$ cat config.mk
export PLATFORM = sky130hd
export DESIGN_NAME = t1pm_counters
export DESIGN_NICKNAME = d
export VERILOG_FILES = /design/src/t1pm_pkg.sv /design/src/t1pm_counters.sv /design/src/t1pm_sat_cnt.sv
export VERILOG_INCLUDE_DIRS = /design/src
export SDC_FILE = /design/constraint.sdc
export NUM_CORES = 1
export LEC_CHECK = 0
export BUFFER_PORTS_ARGS = -buffer_cell sky130_fd_sc_hd__buf_2
export CAP_MARGIN = 0
export CORE_MARGIN = 2
export CORE_UTILIZATION = 50
export CTS_CLUSTER_DIAMETER = 100
export DETAILED_ROUTE_END_ITERATION = 6
export PLACE_DENSITY_LB_ADDON = 0.05
export SLEW_MARGIN = 20
export SYNTH_ARGS = -nofsm -noshare
export SYNTH_HDL_FRONTEND = slang
export SYNTH_SLANG_ARGS = --single-unit
export TNS_END_PERCENT = 20
$ cat constraint.sdc
create_clock -name clk_sys_i -period 1.8 [get_ports clk_sys_i]
set_clock_uncertainty 0.05 [all_clocks]
set_input_delay 0.36 -clock clk_sys_i [delete_from_list [all_inputs] [get_ports clk_sys_i]]
set_output_delay 0.36 -clock clk_sys_i [all_outputs]
set_load 0.02 [all_outputs]
$ cat src/t1pm_defs.svh
`ifndef T1PM_DEFS_SVH
`define T1PM_DEFS_SVH

// register indices; byte address is four times the index
`define T1PM_IDX_FA_HIGH 14'h0902
`define T1PM_IDX_FA_LOW 14'h0903
`define T1PM_IDX_SEF 14'h0904
`define T1PM_IDX_SYNC_HIGH 14'h0905
`define T1PM_IDX_SYNC_LOW 14'h0906
`define T1PM_IDX_CTRL 14'h0910
`define T1PM_IDX_IRQ_STAT 14'h0911
`define T1PM_IDX_IRQ_MASK 14'h0912

// field positions
`define T1PM_CTRL_ESF_BIT 0
`define T1PM_IRQ_FA_BIT 0
`define T1PM_IRQ_SEF_BIT 1
`define T1PM_IRQ_SYNC_BIT 2

// reset values
`define T1PM_CNT_RST 16'h0000
`define T1PM_CTRL_RST 1'h0
`define T1PM_IRQ_RST 3'h0

// severely errored frame windows, in superframes and in time
`define T1PM_SF_RUN 5'h06
`define T1PM_ESF_RUN 5'h18
`define T1PM_SF_WINDOW_US 750
`define T1PM_ESF_WINDOW_US 3000
`endif

$ cat src/t1pm_pkg.sv
package t1pm_pkg;
    typedef enum logic [1:0] {
        T1PM_MODE_SF = 2'h1,
        T1PM_MODE_ESF = 2'h2
    } t1pm_mode_t;
    typedef logic [13:0] t1pm_idx_t;
endpackage

$ cat src/t1pm_counters.sv
// Decided for this implementation: the Wishbone interface to the registers.
`timescale 1ns/1ps
`include "t1pm_defs.svh"
module t1pm_counters #(
    parameter int CNT_W = 16,
    parameter int SEF_W = 8
) (
    input wire logic clk_sys_i,
    input wire logic rst_i,
    // classic wishbone slave
    input wire logic cyc_i,
    input wire logic stb_i,
    input wire logic we_i,
    input wire logic [15:0] adr_i,
    input wire logic [3:0] sel_i,
    input wire logic [31:0] dat_i,
    output logic [31:0] dat_o,
    output logic ack_o,
    // receive framer events, one-cycle pulses
    input wire logic fa_err_i,
    input wire logic sync_err_i,
    input wire logic sframe_end_i,
    input wire logic sframe_bad_i,
    output logic irq_o
);
    if (CNT_W != 16 || SEF_W != 8) begin : g_bad_param
        $error("t1pm_counters: byte register layout needs CNT_W 16 and SEF_W 8");
    end

    // ---------------- bus decode ----------------
    logic ack_q;
    logic ack_d;
    logic [31:0] dat_q;
    logic [31:0] dat_d;
    logic take;
    logic rd;
    logic wr;
    t1pm_pkg::t1pm_idx_t idx;

    assign idx = adr_i[15:2];
    assign take = cyc_i && stb_i && !ack_q;
    assign rd = take && !we_i;
    assign wr = take && we_i && sel_i[0];

    // pair 0 is framing alignment, pair 1 is synchronization
    logic [1:0] rd_hi;
    logic [1:0] rd_lo;
    logic [1:0] pair_ev;
    logic [CNT_W-1:0] cnt [2];
    logic [7:0] lo_q [2];
    logic [7:0] lo_d [2];
    logic [1:0] pend_q;
    logic [1:0] pend_d;

    assign rd_hi[0] = rd && idx == `T1PM_IDX_FA_HIGH;
    assign rd_lo[0] = rd && idx == `T1PM_IDX_FA_LOW;
    // own index for the lower sync byte
    assign rd_hi[1] = rd && idx == `T1PM_IDX_SYNC_HIGH;
    assign rd_lo[1] = rd && idx == `T1PM_IDX_SYNC_LOW;
    assign pair_ev[0] = fa_err_i;
    assign pair_ev[1] = sync_err_i;

    genvar g;
    for (g = 0; g < 2; g++) begin : g_pair
        logic clr;
        // upper read clears the count, lower read releases the snapshot
        assign clr = rd_hi[g] || (rd_lo[g] && !pend_q[g]);

        t1pm_sat_cnt #(
            .W(CNT_W)
        ) u_cnt (
            .clk_sys_i(clk_sys_i),
            .rst_i(rst_i),
            .inc_i(pair_ev[g]),
            .clr_i(clr),
            .count_o(cnt[g])
        );

        // lower byte frozen at the upper read so the pair is coherent
        always_comb begin
            lo_d[g] = lo_q[g];
            pend_d[g] = pend_q[g];
            if (rd_hi[g]) begin
                lo_d[g] = cnt[g][7:0];
                pend_d[g] = 1'b1;
            end else if (rd_lo[g]) begin
                lo_d[g] = 8'h00;
                pend_d[g] = 1'b0;
            end
        end

        always_ff @(posedge clk_sys_i) begin
            if (rst_i) begin
                lo_q[g] <= 8'h00;
                pend_q[g] <= 1'b0;
            end else begin
                lo_q[g] <= lo_d[g];
                pend_q[g] <= pend_d[g];
            end
        end

        // snapshot equals the low byte seen at the upper read
        a_lo_snapshot: assert property (@(posedge clk_sys_i) disable iff (rst_i)
            rd_hi[g] |=> lo_q[g] == $past(cnt[g][7:0]) && pend_q[g])
            else $error("lower byte snapshot wrong");
        // ordered pair of reads leaves the snapshot clear
        a_pair_clears: assert property (@(posedge clk_sys_i) disable iff (rst_i)
            rd_lo[g] && pend_q[g] |=> lo_q[g] == 8'h00 && !pend_q[g])
            else $error("lower read did not clear snapshot");
        a_hi_clears: assert property (@(posedge clk_sys_i) disable iff (rst_i)
            rd_hi[g] |=> cnt[g] <= CNT_W'(1))
            else $error("upper read did not clear counter");
    end

    // ---------------- severely errored frames ----------------
    logic ctrl_q;
    logic ctrl_d;
    t1pm_pkg::t1pm_mode_t mode;
    logic [4:0] run_q;
    logic [4:0] run_d;
    logic [4:0] run_target;
    logic sef_ev;
    logic rd_sef;
    logic [SEF_W-1:0] sef_cnt;

    assign mode = ctrl_q ? t1pm_pkg::T1PM_MODE_ESF : t1pm_pkg::T1PM_MODE_SF;

    always_comb begin
        run_target = `T1PM_SF_RUN;
        unique case (mode)
            t1pm_pkg::T1PM_MODE_SF: run_target = `T1PM_SF_RUN;
            t1pm_pkg::T1PM_MODE_ESF: run_target = `T1PM_ESF_RUN;
        endcase
    end

    // one event per full run; a still-bad line starts a fresh window
    always_comb begin
        run_d = run_q;
        sef_ev = 1'b0;
        if (ctrl_d != ctrl_q) begin
            run_d = 5'h00;
        end else if (sframe_end_i) begin
            if (!sframe_bad_i) begin
                run_d = 5'h00;
            // declare at end of the run
            end else if (run_q + 5'h01 == run_target) begin
                run_d = 5'h00;
                sef_ev = 1'b1;
            end else begin
                run_d = run_q + 5'h01;
            end
        end
    end

    always_ff @(posedge clk_sys_i) begin
        if (rst_i) begin
            run_q <= 5'h00;
        end else begin
            run_q <= run_d;
        end
    end

    assign rd_sef = rd && idx == `T1PM_IDX_SEF;

    t1pm_sat_cnt #(
        .W(SEF_W)
    ) u_sef_cnt (
        .clk_sys_i(clk_sys_i),
        .rst_i(rst_i),
        .inc_i(sef_ev),
        .clr_i(rd_sef),
        .count_o(sef_cnt)
    );

    // no event before the sixth bad superframe
    a_sef_sf_run: assert property (@(posedge clk_sys_i) disable iff (rst_i)
        sef_ev && mode == t1pm_pkg::T1PM_MODE_SF |-> run_q == 5'h05 && sframe_bad_i)
        else $error("superframe event at wrong run length");
    // no event before the twenty-fourth bad extended superframe
    a_sef_esf_run: assert property (@(posedge clk_sys_i) disable iff (rst_i)
        sef_ev && mode == t1pm_pkg::T1PM_MODE_ESF |-> run_q == 5'h17 && sframe_bad_i)
        else $error("extended superframe event at wrong run length");

    // ---------------- control and interrupts ----------------
    logic [2:0] stat_q;
    logic [2:0] stat_d;
    logic [2:0] mask_q;
    logic [2:0] mask_d;
    logic [2:0] ev;

    assign ev[`T1PM_IRQ_FA_BIT] = fa_err_i;
    assign ev[`T1PM_IRQ_SEF_BIT] = sef_ev;
    assign ev[`T1PM_IRQ_SYNC_BIT] = sync_err_i;

    // set wins over a write-one clear in the same cycle
    always_comb begin
        ctrl_d = ctrl_q;
        mask_d = mask_q;
        stat_d = stat_q | ev;
        if (wr && idx == `T1PM_IDX_CTRL) begin
            ctrl_d = dat_i[`T1PM_CTRL_ESF_BIT];
        end
        if (wr && idx == `T1PM_IDX_IRQ_MASK) begin
            mask_d = dat_i[2:0];
        end
        if (wr && idx == `T1PM_IDX_IRQ_STAT) begin
            stat_d = (stat_q & ~dat_i[2:0]) | ev;
        end
    end

    always_ff @(posedge clk_sys_i) begin
        if (rst_i) begin
            ctrl_q <= `T1PM_CTRL_RST;
            mask_q <= `T1PM_IRQ_RST;
            stat_q <= `T1PM_IRQ_RST;
        end else begin
            ctrl_q <= ctrl_d;
            mask_q <= mask_d;
            stat_q <= stat_d;
        end
    end

    assign irq_o = |(stat_q & mask_q);

    a_irq_set_wins: assert property (@(posedge clk_sys_i) disable iff (rst_i)
        fa_err_i |=> stat_q[`T1PM_IRQ_FA_BIT])
        else $error("event lost in status register");

    // ---------------- read mux and ack ----------------
    // unmapped indices answer with zero and ignore writes
    always_comb begin
        ack_d = take;
        dat_d = dat_q;
        if (rd) begin
            dat_d = 32'h0000_0000;
            unique case (idx)
                `T1PM_IDX_FA_HIGH: dat_d[7:0] = cnt[0][15:8];
                `T1PM_IDX_FA_LOW: dat_d[7:0] = pend_q[0] ? lo_q[0] : cnt[0][7:0];
                `T1PM_IDX_SEF: dat_d[7:0] = sef_cnt;
                `T1PM_IDX_SYNC_HIGH: dat_d[7:0] = cnt[1][15:8];
                // lower sync byte in bits 7..0
                `T1PM_IDX_SYNC_LOW: dat_d[7:0] = pend_q[1] ? lo_q[1] : cnt[1][7:0];
                `T1PM_IDX_CTRL: dat_d[0] = ctrl_q;
                `T1PM_IDX_IRQ_STAT: dat_d[2:0] = stat_q;
                `T1PM_IDX_IRQ_MASK: dat_d[2:0] = mask_q;
                default: dat_d = 32'h0000_0000;
            endcase
        end
    end

    always_ff @(posedge clk_sys_i) begin
        if (rst_i) begin
            ack_q <= 1'b0;
            dat_q <= 32'h0000_0000;
        end else begin
            ack_q <= ack_d;
            dat_q <= dat_d;
        end
    end

    assign ack_o = ack_q;
    assign dat_o = dat_q;

    a_ack_follows: assert property (@(posedge clk_sys_i) disable iff (rst_i)
        take |=> ack_o ##1 !ack_o)
        else $error("ack not a single cycle after request");
    // lower sync read returns the snapshot when one is pending
    a_sync_lo_data: assert property (@(posedge clk_sys_i) disable iff (rst_i)
        rd_lo[1] && pend_q[1] |=> dat_o == {24'h000000, $past(lo_q[1])})
        else $error("lower sync byte read data wrong");
endmodule

$ cat src/t1pm_sat_cnt.sv
`timescale 1ns/1ps
`include "t1pm_defs.svh"
module t1pm_sat_cnt #(
    parameter int W = 16
) (
    input wire logic clk_sys_i,
    input wire logic rst_i,
    input wire logic inc_i,
    input wire logic clr_i,
    output logic [W-1:0] count_o
);
    if (W < 8 || W > 16) begin : g_bad_width
        $error("t1pm_sat_cnt: W must be 8..16");
    end

    logic [W-1:0] count_q;
    logic [W-1:0] count_d;
    localparam logic [W-1:0] ALL_ONES = {W{1'b1}};

    // event in the clearing cycle is kept, counted as one
    always_comb begin
        count_d = count_q;
        if (clr_i) begin
            count_d = {{(W-1){1'b0}}, inc_i};
        end else if (inc_i && count_q != ALL_ONES) begin
            count_d = count_q + {{(W-1){1'b0}}, 1'b1};
        end
    end

    always_ff @(posedge clk_sys_i) begin
        if (rst_i) begin
            count_q <= W'(`T1PM_CNT_RST);
        end else begin
            count_q <= count_d;
        end
    end

    assign count_o = count_q;

    a_sat_holds: assert property (@(posedge clk_sys_i) disable iff (rst_i)
        (count_q == ALL_ONES && !clr_i) |=> count_q == ALL_ONES)
        else $error("saturated counter moved");
    a_reset_zero: assert property (@(posedge clk_sys_i)
        $past(rst_i) |-> count_q == '0)
        else $error("counter not zero after reset");
endmodule

---- Word-level counts from Yosys, hierarchy flattened ----
Memories as Yosys holds them, arrays and structs flattened.
Index checks and enable logic that the tools add are counted.
storage, ports and cells
  flip-flop bits (word level) ............. 63
  bits in writable memories ............... 16
  input bits .............................. 61
  output and inout bits ................... 34
  word-level logic and storage cells ...... 109
  memories kept ........................... 1
memories
  name  words  width  rd ports  clocked after Yosys merged registers in  wr ports  line                 source
  lo_q  2      8      2         0                                        2         t1pm_counters.sv:50  logic [7:0] lo_q [2];
operators by class
  add/subtract/negate cells ............... 4
  equality and inequality tests ........... 15
  muxes and demuxes ....................... 34
  bitwise gates (word level) .............. 7
  reduce and logical (&&, ||, !) cells .... 34
operator list
  kind                                                               number
  14-bit by 12-bit == test with 1-bit output, second input constant  8
  8-bit 2-to-1 mux                                                   8
  16-bit by 1-bit adder with 16-bit output, second input constant    2
  16-bit inequality test, second input constant                      2
  5-bit one-hot mux with 5 select lines                              1
  1-bit logical AND                                                  18
  1-bit 2-to-1 mux                                                   18
  2-bit one-hot mux with 7 select lines                              1
  5-bit 2-to-1 mux                                                   2
  5-bit one-hot mux with 2 select lines                              1
  2-bit nonzero test                                                 5
  8-bit by 1-bit adder with 8-bit output, second input constant      1
  8-bit inequality test, second input constant                       1
  1-bit one-hot mux with 8 select lines                              1
  2-bit OR reduction                                                 4
  3-bit bitwise AND                                                  2
  3-bit bitwise OR                                                   2
  5-bit by 1-bit adder with 5-bit output, second input constant      1
  5-bit == test                                                      1
  1-bit logical NOT                                                  4
  3-bit 2-to-1 mux                                                   1
  3-bit NOT                                                          1
  3-bit OR reduction                                                 1
  2-bit by 1-bit == test with 1-bit output, second input constant    1
  other kinds (5)                                                    7

---- Depth between registers and ports, before layout ----
  word-level depth ........................ 11
  mapped depth ............................ 8
  gate-level depth less buffers ........... 6

---- By module ----
From an unflattened synthesis, not the netlist that was laid out.
unflattened totals
  cell total of the unflattened synthesis .. 532
  area total of the unflattened synthesis .. 4,610.7 µm²
by module, submodules not included
  module                              instances  cells an instance  area an instance (µm²)  seq. area each (µm²)
  t1pm_counters                       1          300                2,578.7                 780.7
  t1pm_sat_cnt (g_pair[0].u_cnt ...)  2          93                 810.8                   320.3
  t1pm_sat_cnt (u_sef_cnt)            1          46                 410.4                   160.2

---- Worst setup path before layout ----
OpenSTA, ideal clock, no wires.
  kind .................................... in2reg
  from .................................... in adr_i[11]
  to ...................................... mem lo_q[0][6]
  setup time .............................. 0.128 ns
  arrival time ............................ 1.715 ns
  required time ........................... 1.622 ns
  slack ................................... -0.092 ns
  stages .................................. 7
  buffers on the path ..................... 2
  cell sequence ........................... nor4bb_2 > and3_1 > buf_2 > buf_2 > nand3_1 > a22oi_1 > nor2_1
RTL lines
  item             line                 source
  start, declared  t1pm_counters.sv:14  input wire logic [15:0] adr_i,
  end, declared    t1pm_counters.sv:50

---- Worst setup path in the final report ----
  from .................................... reg run_q[1]
  to ...................................... reg u_sef_cnt.count_q[3], in the netlist u_sef_cnt.count_o[3]
between the ends
  word-level cells in the longest chain between the ends .. 7
RTL lines
  item                                    line                  source
  start, declared                         t1pm_counters.sv:119  logic [4:0] run_q;
  start signal, assigned                  t1pm_counters.sv:159  run_q <= run_d;
  5-bit by 1-bit adder with 5-bit output  t1pm_counters.sv:146  end else if (run_q + 5'h01 == run_target) begin
  5-bit == test                           t1pm_counters.sv:146
  1-bit 2-to-1 mux                        t1pm_counters.sv:146
  1-bit 2-to-1 mux                        t1pm_counters.sv:143  if (!sframe_bad_i) begin
  1-bit 2-to-1 mux                        t1pm_counters.sv:142  end else if (sframe_end_i) begin
  1-bit 2-to-1 mux                        t1pm_counters.sv:140  if (ctrl_d != ctrl_q) begin
  1-bit logical AND                       t1pm_sat_cnt.sv:25    end else if (inc_i && count_q != ALL_ONES) begin
  end signal, assigned                    t1pm_sat_cnt.sv:32    count_q <= W'(`T1PM_CNT_RST);
  end signal, assigned                    t1pm_sat_cnt.sv:34    count_q <= count_d;
  end, declared                           t1pm_sat_cnt.sv:16    logic [W-1:0] count_q;
Every way passes these cells.
A chain may end at the register's enable or synchronous reset.

==> impl_metrics.yaml <==
sta:
  rsz0062_at_grt: "yes"
  tns_ns: -1.14
  final-setup-viol-count: 12
  fin_ws_ns: -0.201
  finalCritPeriodShare: 1.11
  hold_viol: 0
  max_freq_ghz: 0.500
  period_minus_slack_ns: 2.00
  slew_viol_final: 0
clock_network:
  hold_buffers: 0
  insertion_delay_ns: 0.36
  cts_root_buffer: "clkbuf_8"
  clkTransAtPathRegs_ns: 0.08
  cts_buffers: 9
  cts_tree: "yes"
  cts_sinks: 79
  htreeDepth: 3
  cts_max_path_buffers: 2
run:
  cap_violations: 0
power:
  p_int_mw: 2.62
  power_density_nw_per_um2: 581
  p_sw_frac: 0.265
  pwr-share-clk: 0.383
  power_frac_seq: 0.500
  totalPowerFinal_mw: 3.56
  p_switching_mw: 0.944
  leakage_nw: 2.38
  combinationalPowerShare: 0.117
  peakVddDrop_mv: 0.422
min_path:
  worstHoldStart: "dat_i[1]"
  hp-class: "in -> reg"
  hold_path_end: "mask_q[1]$_SDFFE_PP0P_"
  min_path_cells: 3
floorplan:
  die_h_um: 101
  placement_rows: 35
  pin_count: 95
  start_util: 0.515
  fp.coreArea_um2: 9200
  die-width_um: 101
  die-area_um2: 10300
setup_path:
  r2r-end: "u_sef_cnt.count_o[3]$_SDFFE_PP0P_"
  rrSetupSlack_ns: -0.20
  worst-path-max-fanout: 8
  end_kind: "flop"
  critical_path_arrival_ns: 2.25
  crit_required_ns: 2.05
  cp-start-kind: "flop"
  ff2ff_path_depth: 7
  r2r-start: "run_q[1]$_SDFFE_PP0P_"
  crit_type: "reg -> reg"
global_route:
  grt_max_degree: 19
  track_usage: 0.259
  antenna_found_initial: 0
  grt_pass1_wl_um: 21200
  grt_pass1_vias: 4489
  grt-ovfl-total: 0
synth:
  yosysTopAreaCell: "dfxtp_1"
  avgSynthCellArea_um2: 8.48
  synth_top_area_frac: 0.334
  synth_edf_count: 0
  ys_seq_area_frac: 0.334
  synth_top_flop_cell: "dfxtp_1"
  ys_async_sr_fraction: 0
  ys_top_cells_by_area: "dfxtp_1 (33%), mux2i_1 (5.5%), nor2_1 (5.5%)"
  synth_cell_type_count: 69
  ys_warn_count: 0
  ys_ff_latch: 79
  synth_area_um2: 4730
  postSynthCellCount: 558
detailed_routing:
  ant_nets: 0
  drc: 0
  drt-initial-drc-count: 170
  routed_wirelength_um: 12800
  drtPass1Iterations: 5
  via_per_inst: 5.81
  vias: 4600
  post_drt_wl_per_cell_um: 16.2
final_layout:
  fin_nets: 741
  fill_cells: 805
  drive_gt1_frac: 0.338
  area_delta_synth_final_pct: 29.4
  multi_input_area_um2: 3130
  num_antenna_cells: 0
  regArea_um2: 1590
status:
  violations: "negative setup slack"
  status: "finished with violations"
placed_design:
  dp_hpwl_um: 9630
  pre_cts_slack_ns: -0.277
  place.gp.congestion: 0.865
  placement.io_buffers: 36
==> Yosys cell counts, types with 5 or more instances <==
cell type  instances
nor2_1            69
nand2_1           22
inv_1              6
buf_2             11
o211ai_1           7
o31ai_1            7
o21ai_0           14
nand4_1           20
and3_1            11
nand3_1           17
nor3_1             7
a211oi_1           6
dfxtp_1           79
nor2b_1            8
nand2b_1          11
or2_2              6
or3_1              5
a21oi_1           36
and4_1             7
mux2i_1           26
mux2_2            11
o22ai_1            7
xor2_1            16
xnor2_1            8
or4_1              6
a22oi_1           15
clkbuf_1          19
a2bb2oi_1          6
buf_4             25
a41oi_1            6
==> sequential cells by signal (all words and copies together) (netlist names) <==
register	flops
g_pair.u_cnt.count_o	32
lo_q	16
dat_o	8
u_sef_cnt.count_o	8
run_q	5
mask_q	3
stat_q	3
pend_q	2
ack_o	1
ctrl_q	1
==> metrics by stage <==
step	cells	hold slack [ns]	utilization	instance area, um2
after floorplan	581	0.392	-	4850
final	792	0.209	0.666	6120
after CTS	790	0.194	0.645	5930
after global placement	770	0.401	0.612	5630
after global routing	792	0.202	0.666	6120
after detailed placement	770	0.409	0.612	5630
==> worst max-delay path by stage <==
stage                                     start                                end  slack [ns]  cells past startpoint
after floorplan           run_q[0]$_SDFFE_PP0P_              run_q[4]$_SDFFE_PP0P_       -0.05                      6
after global placement                adr_i[11]              dat_o[4]$_SDFFE_PP0P_       -0.20                      7
after detailed placement  run_q[0]$_SDFFE_PP0P_  u_sef_cnt.count_o[7]$_SDFFE_PP0P_       -0.28                      7
after CTS                 run_q[1]$_SDFFE_PP0P_  u_sef_cnt.count_o[3]$_SDFFE_PP0P_       -0.23                      7
after global routing      run_q[1]$_SDFFE_PP0P_  u_sef_cnt.count_o[3]$_SDFFE_PP0P_       -0.27                      7
final                     run_q[1]$_SDFFE_PP0P_  u_sef_cnt.count_o[3]$_SDFFE_PP0P_       -0.20                      7
==> power groups by stage <==
stage	Sequential [mW]	Clock, mW	Combinational (mW)
6_report	1.78	1.36	0.418
4_1_cts	1.78	1.39	0.400
5_1_grt	1.78	1.45	0.456
2_1_floorplan	1.83	0	0.255
3_3_place_gp	1.82	0	0.389
3_5_place_dp	1.82	0	0.395
==> cell families after synthesis <==
family | after synthesis | share of synthesized area
AO/OA/AOI/OAI | 139 | 0.211
XOR/XNOR | 24 | 0.0444
adder cells (fa/ha/maj) | 4 | 0.0106
buffers and inverters | 63 | 0.0751
flip-flops | 79 | 0.334
multiplexers | 37 | 0.0811
other | 1 | 0.000792
AND/OR/NAND/NOR | 211 | 0.243
==> cells in the final DEF, fill, tap and decap left out, types with 6 or more instances in the layout <==
cell type / instances
o22ai_1: 7
conb_1: 24
a22oi_1: 15
o21ai_0: 13
nand2_1: 21
nor2b_1: 8
xor2_1: 14
buf_4: 95
a21oi_2: 6
buf_2: 36
and3_1: 7
nand2b_1: 11
xnor2_1: 8
nand4_1: 20
mux2_2: 10
mux2i_1: 26
dfxtp_2: 6
and4_1: 7
a41oi_1: 6
clkbuf_8: 10
nand3_1: 14
nor3_1: 6
dfxtp_1: 73
o211ai_1: 7
nor2_1: 68
a21oi_1: 32
inv_1: 6
==> routing by layer <==
layer | routed length [um] | up-vias | track usage
li1 | - | 2276 | -
met1 | 5940 | 2198 | 0.344
met2 | 6320 | 114 | 0.435
met3 | 450 | 12 | 0.0352
met4 | 133 | 0 | 0.0863
met5 | 0 | - | 0
==> worst max-delay path: stages, from the launching register on <==
cell	delay, ns
dfxtp_2	0.34
ha_4	0.24
nand3b_1	0.17
a211oi_2	0.21
mux2i_1	0.13
buf_4	0.18
or4_4	0.48
a21oi_2	0.13
==> area by class of cell <==
cell class / count / area share
Timing Repair Buffer: 141 / 0.171
Clock inverter: 5 / 0.00940
Sequential cell: 79 / 0.259
Multi-Input combinational cell: 439 / 0.510
Clock buffer: 11 / 0.0231
Inverter: 6 / 0.00368
Tap cell: 111 / 0.0227
==> what timing repair did <==
action | in CTS | in global routing
gates cloned | 0 | 0
buffers inserted | 4 | 2
endpoints found under the setup margin | 18 | 50
gates resized for setup | 15 | 39
pin swaps | 9 | 5
Note: power is estimated with default switching activity, not from simulation.
